<file path="config.mk">
export PLATFORM = sky130hd
export DESIGN_NAME = rofp_packer
export DESIGN_NICKNAME = d
export VERILOG_FILES = /design/src/rtl/rofp_pkg.sv /design/src/rtl/rofp_skid.sv /design/src/rtl/rofp_ttag.sv /design/src/rtl/rofp_packer.sv
export VERILOG_INCLUDE_DIRS = /design/src /design/src/rtl
export SDC_FILE = /design/constraint.sdc
export NUM_CORES = 1
export LEC_CHECK = 0
export CAP_MARGIN = 20
export CORE_MARGIN = 8
export CORE_UTILIZATION = 53
export DETAILED_ROUTE_END_ITERATION = 12
export DONT_BUFFER_PORTS = 1
export GPL_TIMING_DRIVEN = 0
export PLACE_DENSITY = 0.71
export SYNTH_ARGS = -nofsm -noshare
export SYNTH_HDL_FRONTEND = slang
export SYNTH_SLANG_ARGS = --single-unit
</file>
<file path="constraint.sdc">
create_clock -name mclk -period 3.4 [get_ports mclk]
set_input_delay 0.68 -clock mclk [delete_from_list [all_inputs] [get_ports mclk]]
set_output_delay 0.68 -clock mclk [all_outputs]
set_load 0.005 [all_outputs]
</file>
<file path="src/rtl/rofp_consts.svh">
// constants for the radio output frame packer
`ifndef ROFP_CONSTS_SVH
`define ROFP_CONSTS_SVH
`define ROFP_ID_BYTE 8'hB7
`define ROFP_STAT_LSB 4
`define ROFP_SEL_W 3
`define ROFP_RAD_W 40
`define ROFP_TAG_W 24
`define ROFP_IQ_W 16
`define ROFP_HDR_ID 9'd0
`define ROFP_HDR_IMSB 9'd1
`define ROFP_HDR_ILSB 9'd2
`define ROFP_HDR_STAT 9'd3
`define ROFP_HDR_QMSB 9'd4
`define ROFP_HDR_LAST 9'd5
`define ROFP_GROUP_END 9'd24
`define ROFP_CHUNK_LAST 9'd507
`define ROFP_FINAL_LAST 9'd503
`define ROFP_RAD_GROUPS 3'd5
`define ROFP_LAST_GROUP 3'd7
`define ROFP_PH_SIDE 2'd0
`define ROFP_PH_MSB 2'd1
`define ROFP_PH_LSB 2'd2
`define ROFP_CHUNKS 4'd10
`define ROFP_LAST_CHUNK 4'd9
`define ROFP_TENTH_US 102400
`define ROFP_CLK_MHZ 125
`endif

</file>
<file path="src/rtl/rofp_pkg.sv">
// types shared by the radio output frame packer
package rofp_pkg;
    typedef enum logic [3:0] {
        ROFP_WAIT_PPS = 4'b0001,
        ROFP_IDLE = 4'b0010,
        ROFP_HDR = 4'b0100,
        ROFP_BODY = 4'b1000
    } rofp_state_t;
    typedef logic [7:0] rofp_byte_t;
endpackage

</file>
<file path="src/rtl/rofp_skid.sv">
// two-entry byte buffer with valid and ready on both sides
`timescale 1ns/1ns
module rofp_skid #(
    parameter int W = 8
) (
    input wire logic mclk,
    input wire logic rst,
    input wire logic in_valid,
    output logic in_ready,
    input wire logic [W-1:0] in_data,
    output logic out_valid,
    input wire logic out_ready,
    output logic [W-1:0] out_data
);
    logic [W-1:0] mem [0:1];
    logic wr_ptr;
    logic rd_ptr;
    logic [1:0] count;
    wire push = in_valid & in_ready;
    wire pop = out_valid & out_ready;

    assign in_ready = (count != 2'd2);
    assign out_valid = (count != 2'd0);
    assign out_data = mem[rd_ptr];

    always_ff @(posedge mclk) begin
        if (rst) begin
            wr_ptr <= 1'b0;
            rd_ptr <= 1'b0;
            count <= 2'd0;
            mem[0] <= '0;
            mem[1] <= '0;
        end else begin
            if (push) begin
                mem[wr_ptr] <= in_data;
                wr_ptr <= ~wr_ptr;
            end
            if (pop) begin
                rd_ptr <= ~rd_ptr;
            end
            count <= count + {1'b0, push} - {1'b0, pop};
        end
    end
endmodule // rofp_skid

</file>
<file path="src/rtl/rofp_ttag.sv">
// free-running time-tag counter, cleared only by reset and by start
`timescale 1ns/1ns
module rofp_ttag #(
    parameter int W = 24
) (
    input wire logic mclk,
    input wire logic rst,
    input wire logic clear,
    input wire logic step,
    output logic [W-1:0] value
);
    // wraps naturally at 2**W; never cleared at frame boundaries
    always_ff @(posedge mclk) begin
        if (rst || clear) begin
            value <= '0;
        end else if (step) begin
            value <= value + {{(W-1){1'b0}}, 1'b1};
        end
    end
endmodule // rofp_ttag

</file>
<file path="src/rtl/rofp_packer.sv">
// radio output frame packer: header, ten chunks, interleaved byte stream
// Functional notes
// - ten time tags per frame, each one above the previous
// - first tag of first frame after start is zero
// - tag counter runs on across frames, never cleared per frame
// - tag is 24-bit unsigned, three bytes, most significant first
// - one tag step per tenth frame period, 102.4 ms; wraps at 2**24
// - tags keep counting until power off or recorder full
// - 1250 I/Q pairs per frame, 16-bit two's complement, two bytes
// - all fields byte aligned; side bytes interleaved among I/Q bytes
// - frame is 5082 bytes, numbered from one
// - identifier at byte 1, status at byte 4
// - header order: ID, I1 hi, I1 lo, status, Q1 hi, Q1 lo
// - radiometry word at byte 7, msb first, stride three bytes
// - each later radiometry word 508 bytes after the previous
// - time tag at byte 22, msb first, stride three bytes
// - each later time tag 508 bytes after the previous
// - after header, ten chunks of 508 bytes each, except the last of 504
// - chunk holds one radiometry, one tag, 125 pairs; last 504 bytes, 124 pairs
// - eight groups of side byte plus I or Q word, then I/Q only
// - I and Q strictly alternate, msb first, filling spare bytes
// - identifier byte is always 0xB7
// - status holds input select in bits 6..4, others zero
// - radiometry is 40-bit accumulator cleared each frame start
`timescale 1ns/1ns
`include "rofp_consts.svh"
module rofp_packer
    import rofp_pkg::*;
#(
    parameter int TENTH_CYCLES = `ROFP_TENTH_US * `ROFP_CLK_MHZ,
    parameter int PWR_W = 32
) (
    input wire logic mclk,
    input wire logic rst,
    input wire logic second_pulse_strobe,
    input wire logic recorder_full,
    input wire logic [`ROFP_SEL_W-1:0] input_select,
    input wire logic power_valid,
    input wire logic [PWR_W-1:0] power_value,
    input wire logic iq_valid,
    output logic iq_ready,
    input wire logic [`ROFP_IQ_W-1:0] i_sample,
    input wire logic [`ROFP_IQ_W-1:0] q_sample,
    output logic frame_valid,
    input wire logic frame_ready,
    output logic [7:0] frame_byte,
    output logic running,
    output logic overrun
);
    // ------------------------------------------------------------
    // second pulse synchroniser
    // ------------------------------------------------------------
    logic pps_s1;
    logic pps_s2;
    logic pps_s3;
    logic pps_level;
    logic pps_level_d;
    wire pps_agree = (pps_s2 == pps_s3);
    wire pps_rise = pps_level & ~pps_level_d;

    always_ff @(posedge mclk) begin
        if (rst) begin
            pps_s1 <= 1'b0;
            pps_s2 <= 1'b0;
            pps_s3 <= 1'b0;
            pps_level <= 1'b0;
            pps_level_d <= 1'b0;
        end else begin
            pps_s1 <= second_pulse_strobe;
            pps_s2 <= pps_s1;
            pps_s3 <= pps_s2;
            pps_level <= pps_agree ? pps_s3 : pps_level;
            pps_level_d <= pps_level;
        end
    end

    // ------------------------------------------------------------
    // tenth-period timebase
    // ------------------------------------------------------------
    localparam int TCW = $clog2(TENTH_CYCLES + 1);
    localparam logic [TCW-1:0] TENTH_LAST = TCW'(TENTH_CYCLES - 1);
    logic [TCW-1:0] tenth_cnt;
    logic [3:0] tenth_idx;
    logic started;
    wire start_now = ~started & pps_rise;
    wire tick = running & (tenth_cnt == '0);
    wire frame_start = tick & (tenth_idx == 4'd0);
    wire tenth_wrap = (tenth_cnt == TENTH_LAST);
    wire idx_wrap = (tenth_idx == `ROFP_LAST_CHUNK);

    // start is one-shot; recorder full halts the stream for good
    always_ff @(posedge mclk) begin
        if (rst) begin
            started <= 1'b0;
            running <= 1'b0;
            tenth_cnt <= '0;
            tenth_idx <= 4'd0;
        end else begin
            if (start_now) begin
                started <= 1'b1;
                running <= 1'b1;
                tenth_cnt <= '0;
                tenth_idx <= 4'd0;
            end else if (recorder_full) begin
                running <= 1'b0;
            end else if (running) begin
                tenth_cnt <= tenth_wrap ? '0 : tenth_cnt + TCW'(1);
                if (tick) begin
                    tenth_idx <= idx_wrap ? 4'd0 : tenth_idx + 4'd1;
                end
            end
        end
    end

    // ------------------------------------------------------------
    // time tag and radiometry
    // ------------------------------------------------------------
    logic [`ROFP_TAG_W-1:0] tag_now;
    logic [`ROFP_RAD_W-1:0] rad_acc;
    wire [`ROFP_RAD_W-1:0] pwr_ext = `ROFP_RAD_W'(power_value);

    rofp_ttag #(
        .W(`ROFP_TAG_W)
    ) u_ttag (
        .mclk(mclk),
        .rst(rst),
        .clear(start_now),
        .step(tick),
        .value(tag_now)
    );

    // the value at frame start is the previous frame's total; a power sample on the frame start cycle is lost to the clear
    always_ff @(posedge mclk) begin
        if (rst) begin
            rad_acc <= '0;
        end else if (frame_start) begin
            rad_acc <= '0;
        end else if (running & power_valid) begin
            rad_acc <= rad_acc + pwr_ext;
        end
    end

    // ------------------------------------------------------------
    // staging: a tick parks its values until the emitter is free
    // ------------------------------------------------------------
    logic [`ROFP_TAG_W-1:0] stage_tag;
    logic [`ROFP_RAD_W-1:0] stage_rad;
    logic [3:0] stage_chunk;
    logic [`ROFP_SEL_W-1:0] stage_sel;
    logic pending;
    logic [`ROFP_TAG_W-1:0] snap_tag;
    logic [`ROFP_RAD_W-1:0] snap_rad;
    logic [3:0] chunk;
    logic [`ROFP_SEL_W-1:0] status_sel;
    logic take_chunk;

    always_ff @(posedge mclk) begin
        if (rst) begin
            stage_tag <= '0;
            stage_rad <= '0;
            stage_chunk <= 4'd0;
            stage_sel <= '0;
            pending <= 1'b0;
            overrun <= 1'b0;
        end else begin
            if (tick) begin
                stage_tag <= tag_now;
                stage_rad <= rad_acc;
                stage_chunk <= tenth_idx;
                stage_sel <= frame_start ? input_select : stage_sel;
                pending <= 1'b1;
                overrun <= overrun | (pending & ~take_chunk);
            end else if (take_chunk) begin
                pending <= 1'b0;
            end
        end
    end

    always_ff @(posedge mclk) begin
        if (rst) begin
            snap_tag <= '0;
            snap_rad <= '0;
            chunk <= 4'd0;
            status_sel <= '0;
        end else if (take_chunk) begin
            snap_tag <= stage_tag;
            snap_rad <= stage_rad;
            chunk <= stage_chunk;
            status_sel <= stage_sel;
        end
    end

    // ------------------------------------------------------------
    // I/Q pair holding register
    // ------------------------------------------------------------
    logic [`ROFP_IQ_W-1:0] pair_i;
    logic [`ROFP_IQ_W-1:0] pair_q;
    logic pair_full;
    logic pair_done;
    assign iq_ready = ~pair_full;

    always_ff @(posedge mclk) begin
        if (rst) begin
            pair_i <= '0;
            pair_q <= '0;
            pair_full <= 1'b0;
        end else if (iq_valid & ~pair_full) begin
            pair_i <= i_sample;
            pair_q <= q_sample;
            pair_full <= 1'b1;
        end else if (pair_done) begin
            pair_full <= 1'b0;
        end
    end

    // ------------------------------------------------------------
    // emitter state
    // ------------------------------------------------------------
    rofp_state_t state;
    rofp_state_t next_state;
    logic [8:0] byte_idx;
    logic [1:0] phase;
    logic [2:0] grp;
    logic sel_q;
    logic buf_ready;
    wire in_hdr = (state == ROFP_HDR);
    wire in_body = (state == ROFP_BODY);
    wire in_groups = (byte_idx < `ROFP_GROUP_END);
    wire last_chunk = (chunk == `ROFP_LAST_CHUNK);
    wire [8:0] body_last = last_chunk ? `ROFP_FINAL_LAST : `ROFP_CHUNK_LAST;

    // which kind of byte the current position carries
    wire hdr_id = in_hdr & (byte_idx == `ROFP_HDR_ID);
    wire hdr_stat = in_hdr & (byte_idx == `ROFP_HDR_STAT);
    wire hdr_lsb = in_hdr & ((byte_idx == `ROFP_HDR_ILSB) | (byte_idx == `ROFP_HDR_LAST));
    wire body_side = in_body & in_groups & (phase == `ROFP_PH_SIDE);
    wire body_lsb = in_body & (in_groups ? (phase == `ROFP_PH_LSB) : byte_idx[0]);
    wire is_side = hdr_id | hdr_stat | body_side;
    wire is_lsb = hdr_lsb | body_lsb;
    wire is_iq = (in_hdr | in_body) & ~is_side;
    wire can_emit = (in_hdr | in_body) & buf_ready & (~is_iq | pair_full);
    wire end_hdr = in_hdr & (byte_idx == `ROFP_HDR_LAST);
    wire end_body = in_body & (byte_idx == body_last);

    assign take_chunk = (state == ROFP_IDLE) & pending;
    assign pair_done = can_emit & is_iq & is_lsb & sel_q;

    // ------------------------------------------------------------
    // byte selection
    // ------------------------------------------------------------
    wire [2:0] tag_grp = grp - `ROFP_RAD_GROUPS;
    wire [2:0] rad_rev = 3'd4 - grp;
    wire [1:0] tag_rev = 2'd2 - tag_grp[1:0];
    wire [7:0] rad_byte = snap_rad[{rad_rev, 3'b000} +: 8];
    wire [7:0] tag_byte = snap_tag[{tag_rev, 3'b000} +: 8];
    wire [7:0] status_byte = 8'(status_sel) << `ROFP_STAT_LSB;
    wire [`ROFP_IQ_W-1:0] iq_word = sel_q ? pair_q : pair_i;
    wire [7:0] iq_byte = is_lsb ? iq_word[7:0] : iq_word[15:8];
    wire [7:0] side_byte = (grp < `ROFP_RAD_GROUPS) ? rad_byte : tag_byte;
    wire [7:0] hdr_side = hdr_id ? `ROFP_ID_BYTE : status_byte;
    wire [7:0] emit_byte = is_iq ? iq_byte : (in_hdr ? hdr_side : side_byte);

    // ------------------------------------------------------------
    // state sequencing: header then chunk 0, one chunk per tenth
    // ------------------------------------------------------------
    always_comb begin
        next_state = state;
        case (state)
            ROFP_WAIT_PPS: begin
                if (start_now) begin
                    next_state = ROFP_IDLE;
                end
            end
            ROFP_IDLE: begin
                if (take_chunk) begin
                    next_state = (stage_chunk == 4'd0) ? ROFP_HDR : ROFP_BODY;
                end
            end
            ROFP_HDR: begin
                if (can_emit & end_hdr) begin
                    next_state = ROFP_BODY;
                end
            end
            ROFP_BODY: begin
                if (can_emit & end_body) begin
                    next_state = ROFP_IDLE;
                end
            end
            default: begin
                next_state = ROFP_WAIT_PPS;
            end
        endcase
    end

    always_ff @(posedge mclk) begin
        if (rst) begin
            state <= ROFP_WAIT_PPS;
        end else begin
            state <= next_state;
        end
    end

    // position counters inside header and chunk
    wire leave = can_emit & (end_hdr | end_body);
    wire [1:0] next_phase = (phase == `ROFP_PH_LSB) ? `ROFP_PH_SIDE : phase + 2'd1;

    always_ff @(posedge mclk) begin
        if (rst) begin
            byte_idx <= 9'd0;
            phase <= `ROFP_PH_SIDE;
            grp <= 3'd0;
        end else if (leave | take_chunk) begin
            byte_idx <= 9'd0;
            phase <= `ROFP_PH_SIDE;
            grp <= 3'd0;
        end else if (can_emit) begin
            byte_idx <= byte_idx + 9'd1;
            if (in_body & in_groups) begin
                phase <= next_phase;
                if (phase == `ROFP_PH_LSB) begin
                    grp <= (grp == `ROFP_LAST_GROUP) ? grp : grp + 3'd1;
                end
            end
        end
    end

    // I/Q alternation runs through the whole frame
    always_ff @(posedge mclk) begin
        if (rst) begin
            sel_q <= 1'b0;
        end else if (can_emit & is_iq & is_lsb) begin
            sel_q <= ~sel_q;
        end
    end

    // ------------------------------------------------------------
    // output buffer: stall of the receiver loses no byte
    // ------------------------------------------------------------
    rofp_skid #(
        .W(8)
    ) u_skid (
        .mclk(mclk),
        .rst(rst),
        .in_valid(can_emit),
        .in_ready(buf_ready),
        .in_data(emit_byte),
        .out_valid(frame_valid),
        .out_ready(frame_ready),
        .out_data(frame_byte)
    );
endmodule // rofp_packer

</file>
==> run metrics <==
outcome=finished clean; row count=60; cell area after synthesis=about 15000 um^2; fin cells=2183; die width=approximately 180 um; Most used DFF post-synth=dfxtp_1; first-pass GRT wire length=59260 um; Port Buf Inserts=0; Post-synth EDFFs=16; Post-route DRC=0; GP Congestion=approximately 0.9; die area=between 30000 and 40000 um^2; post-cts hold buffer count=0; Reg power frac=around half; CP cell instances=ha_1, fa_1, a211oi_2, o211ai_1, a221oi_4, o311a_1, o21ai_1, a221oi_4, a21oi_1, xnor2_1, nor2_1; Setup crit end kind=flip-flop; crit path launch type=flip-flop; fin crit share=slightly below 100%; Fillers=between 2000 and 2500; post-synthesis sequential area ratio=roughly 45%; Slew @ Worst Pin=between 1 and 1.5 ns; Power Density=a little under 500 nW/um^2; final worst slack=roughly 0.11 ns; Gate Count Post-Synth=between 1500 and 2000; Clock power frac=a little under half; Buf/Inv on CP=0; Initial DRC Count=a little under 1000; met1 GRT Util=between 20% and 30%; # setup viols final=0; switching part of the total=about 21%; Cells after DPL=roughly 2100; Peak VDD IR=~0.37 mV; GR met2 Demand/Resource=a little over a third; worst reg-to-reg setup slack=between 0.1 and 0.15 ns; clock sinks=between 300 and 400; critical path depth=11; Hold Vio Cnt, Final=0; HPWL Detailed=27300 um; synthesized flop and latch total=roughly 320; syn_area_per_cell=approximately 8.2 um^2; worst slack at placement=-0.5707 ns; met3 GRT Util=approximately 4.4%; Worst Skew=about 0.010 ns; mean number of vias per cell=5.617; Initial Util=roughly 54%; clock slew at reported path FFs=0.06 ns; CP Launch Point=rad_acc[0]; clk_lat worst skew=slightly above 0.5 ns; TritonRoute pass-1 iters=7; min cycle time layout=~3.3 ns; critical path fanouts, max=5; clk buf depth=3; Area Growth Syn to Fin=11.18%; Comb power frac=3.9%; post-route cell area=around 16000 um^2; reg2reg path depth=11; H-tree level count=2; Area contributors post-synth=dfxtp_1 41%, nand2_1 12%, a21oi_1 9.0%; most numerous cell on the critical path=a221oi_4; synth unique cells=71; crit-path max cell delay=0.44 ns; Synthesized Nets=1900; root buf cell=clkbuf_16; initial antenna violation count=1; core area=about 27000 um^2; vias in the first global route=~12000; Layout Nets=roughly 1900; WP data required=about 3.8 ns; GRT Max-Usage Layer=met2; total grt overflow=0; CTS tree=built; f_max=between 0.3 and 0.4 GHz; delay-heaviest family, CP=compound AO/OA/AOI/OAI gates; Fin Hold WS=just over 0.3 ns; Crit Path Class=reg -> reg; ANT cells=0; worst rel slew slack=between 30% and 40%; Detailed Route WL=between 30000 and 40000 um; WL/cell=between 15 and 20 um; Crit-path slowest cell=fa_1; largest net degree at the start of global routing=14; max-slew violations=0; Total Neg Setup Slack=0 ns; Total Power=between 7 and 8 mW; Hold Crit Class=in -> reg; DP Area=around 15000 um^2; IO Count=86; gr usage total=between 20 and 25%; reg-to-reg endpoint=rad_acc[34]; CTS Buf Count=35; area leader, netlist=dfxtp_1; via count=around 12000; Max Cap Violations=0; Lkg Pwr=approximately 5.6 nW; asr flop ratio synth=0%; Switch Pwr=1.688 mW; crit path to=rad_acc[34]; Crit Reg-Reg Startpoint=rad_acc[0]; Die Ht=about 180 um; layout cells sized above 1=roughly 6.0%; Internal=roughly 6.2 mW; Yosys top cell area share=around two fifths; number of routed nets with antenna violations=0; CP arrival=3.67 ns; Final Core Density=60.03%; Synth Warn #=0
[worst min path at each step]
stage                 startpoint          to  slack (ns)  cells after the start
finish               i_sample[5]   pair_i[5]        0.31                      2
floorplan                 pps_s1      pps_s2        0.41                      1
CTS                 q_sample[13]  pair_q[13]        0.29                      2
global route         i_sample[9]   pair_i[9]        0.29                      2
global placement          pps_s1      pps_s2        0.43                      1
detailed placement        pps_s1      pps_s2        0.44                      1
[sequential cells by signal, summed over array words and instances, names as in the netlist, 2 cells and up, named ones only]
register	cells
rad_acc	40
snap_rad	40
stage_rad	40
snap_tag	24
stage_tag	24
tenth_cnt	24
u_ttag.value	24
pair_i	16
pair_q	16
u_skid.mem	16
byte_idx	9
chunk	4
stage_chunk	4
state	4
tenth_idx	4
grp	3
stage_sel	3
status_sel	3
phase	2
u_skid.count	2
[power by group through the flow]
| stage | Sequential [mW] | Clock (mW) | Combinational [mW] |
|---|---|---|---|
| 2_1_floorplan | 3.87 | 0 | 0.236 |
| 3_5_place_dp | 3.87 | 0 | 0.304 |
| 4_1_cts | 3.79 | 3.85 | 0.306 |
| 6_report | 3.79 | 3.78 | 0.306 |
| 3_3_place_gp | 3.87 | 0 | 0.298 |
| 5_1_grt | 3.79 | 4.01 | 0.344 |
[logic make-up (layout without fill, tap and decap cells)]
logic type	Yosys count	count (layout)	synth area share, %
buffers and inverters	125	185	3.370
AOI/OAI and AO/OA	394	394	15.49
xor gates and xnor gates	89	89	5.356
and+or+nand+nor	779	779	23.52
muxes	35	35	3.852
DFF	316	316	44.57
adders and majority gates	44	44	3.835
[cells in the mapped netlist, types with 3 or more instances]
| library cell | n |
|---|---|
| nand2_1 | 462 |
| dfxtp_1 | 300 |
| a21oi_1 | 261 |
| nor2_1 | 134 |
| clkbuf_1 | 86 |
| xor2_1 | 48 |
| o21ai_0 | 47 |
| nand3_1 | 44 |
| ha_1 | 43 |
| xnor2_1 | 41 |
| inv_1 | 23 |
| nand4_1 | 19 |
| a21o_1 | 17 |
| and3_1 | 16 |
| edfxtp_1 | 16 |
| mux4_2 | 16 |
| nor3_1 | 16 |
| or3_1 | 14 |
| nor2b_1 | 12 |
| and2_1 | 11 |
| mux2i_1 | 11 |
| nand2b_1 | 11 |
| o31ai_1 | 11 |
| nor4_1 | 10 |
| a211oi_1 | 8 |
| buf_1 | 8 |
| mux2_2 | 8 |
| a221oi_1 | 7 |
| and4_1 | 5 |
| nor3b_1 | 5 |
| a31oi_1 | 4 |
| buf_2 | 4 |
| o21a_1 | 4 |
| o21bai_1 | 4 |
| o22ai_1 | 4 |
| a221o_1 | 3 |
| nand3b_1 | 3 |
| nor4b_4 | 3 |
| or2_2 | 3 |
[layout by cell type (no fill, tap or decap), drive strengths merged, types with 5 or more instances in the layout]
| cell type | netlist | final |
|---|---|---|
| dfxtp | 300 | 300 |
| and4 | 5 | 5 |
| buf | 14 | 15 |
| nor2b | 12 | 12 |
| nand2b | 11 | 11 |
| nor4 | 12 | 12 |
| a21oi | 262 | 262 |
| nor3b | 5 | 5 |
| edfxtp | 16 | 16 |
| or3 | 14 | 14 |
| and2 | 11 | 11 |
| mux2i | 11 | 11 |
| xor2 | 48 | 48 |
| a21o | 17 | 17 |
| nand4 | 19 | 19 |
| nand2 | 463 | 463 |
| ha | 43 | 43 |
| o31ai | 12 | 12 |
| mux4 | 16 | 16 |
| inv | 23 | 24 |
| o21ai | 49 | 49 |
| a211oi | 8 | 8 |
| and3 | 16 | 16 |
| nor2 | 134 | 134 |
| a221oi | 9 | 9 |
| nor3 | 17 | 17 |
| clkinv | 1 | 6 |
| xnor2 | 41 | 41 |
| clkbuf | 87 | 137 |
| mux2 | 8 | 8 |
| nand3 | 45 | 45 |
[routing by layer]
layer,wire length (um),vias up,share of wire (%)
met5,13,-,0.036
met4,935,2,2.6
met3,2405,65,6.7
met2,16560,298,46
met1,16110,5712,45
li1,-,6186,-
[what timing repair did]
item	4_1_cts	5_1_grt
gates resized for setup	4	3
setup buffers	0	1
pin swaps	1	1
endpoints found under the setup margin	21	9
[area by class of cell]
type | count | area, um^2 | share of cell area [%]
well taps | 341 | 426.7 | 2.637
flip-flops and latches | 316 | 6486 | 40.09
inverters | 24 | 90.09 | 0.5568
clock buffers | 51 | 1060 | 6.550
clock inverters | 9 | 101.3 | 0.6264
repair buffers | 1 | 7.507 | 0.04640
multi-input cells | 1341 | 7610 | 47.03
plain buffers | 100 | 397.9 | 2.459
(Power assumes the default switching activity.)
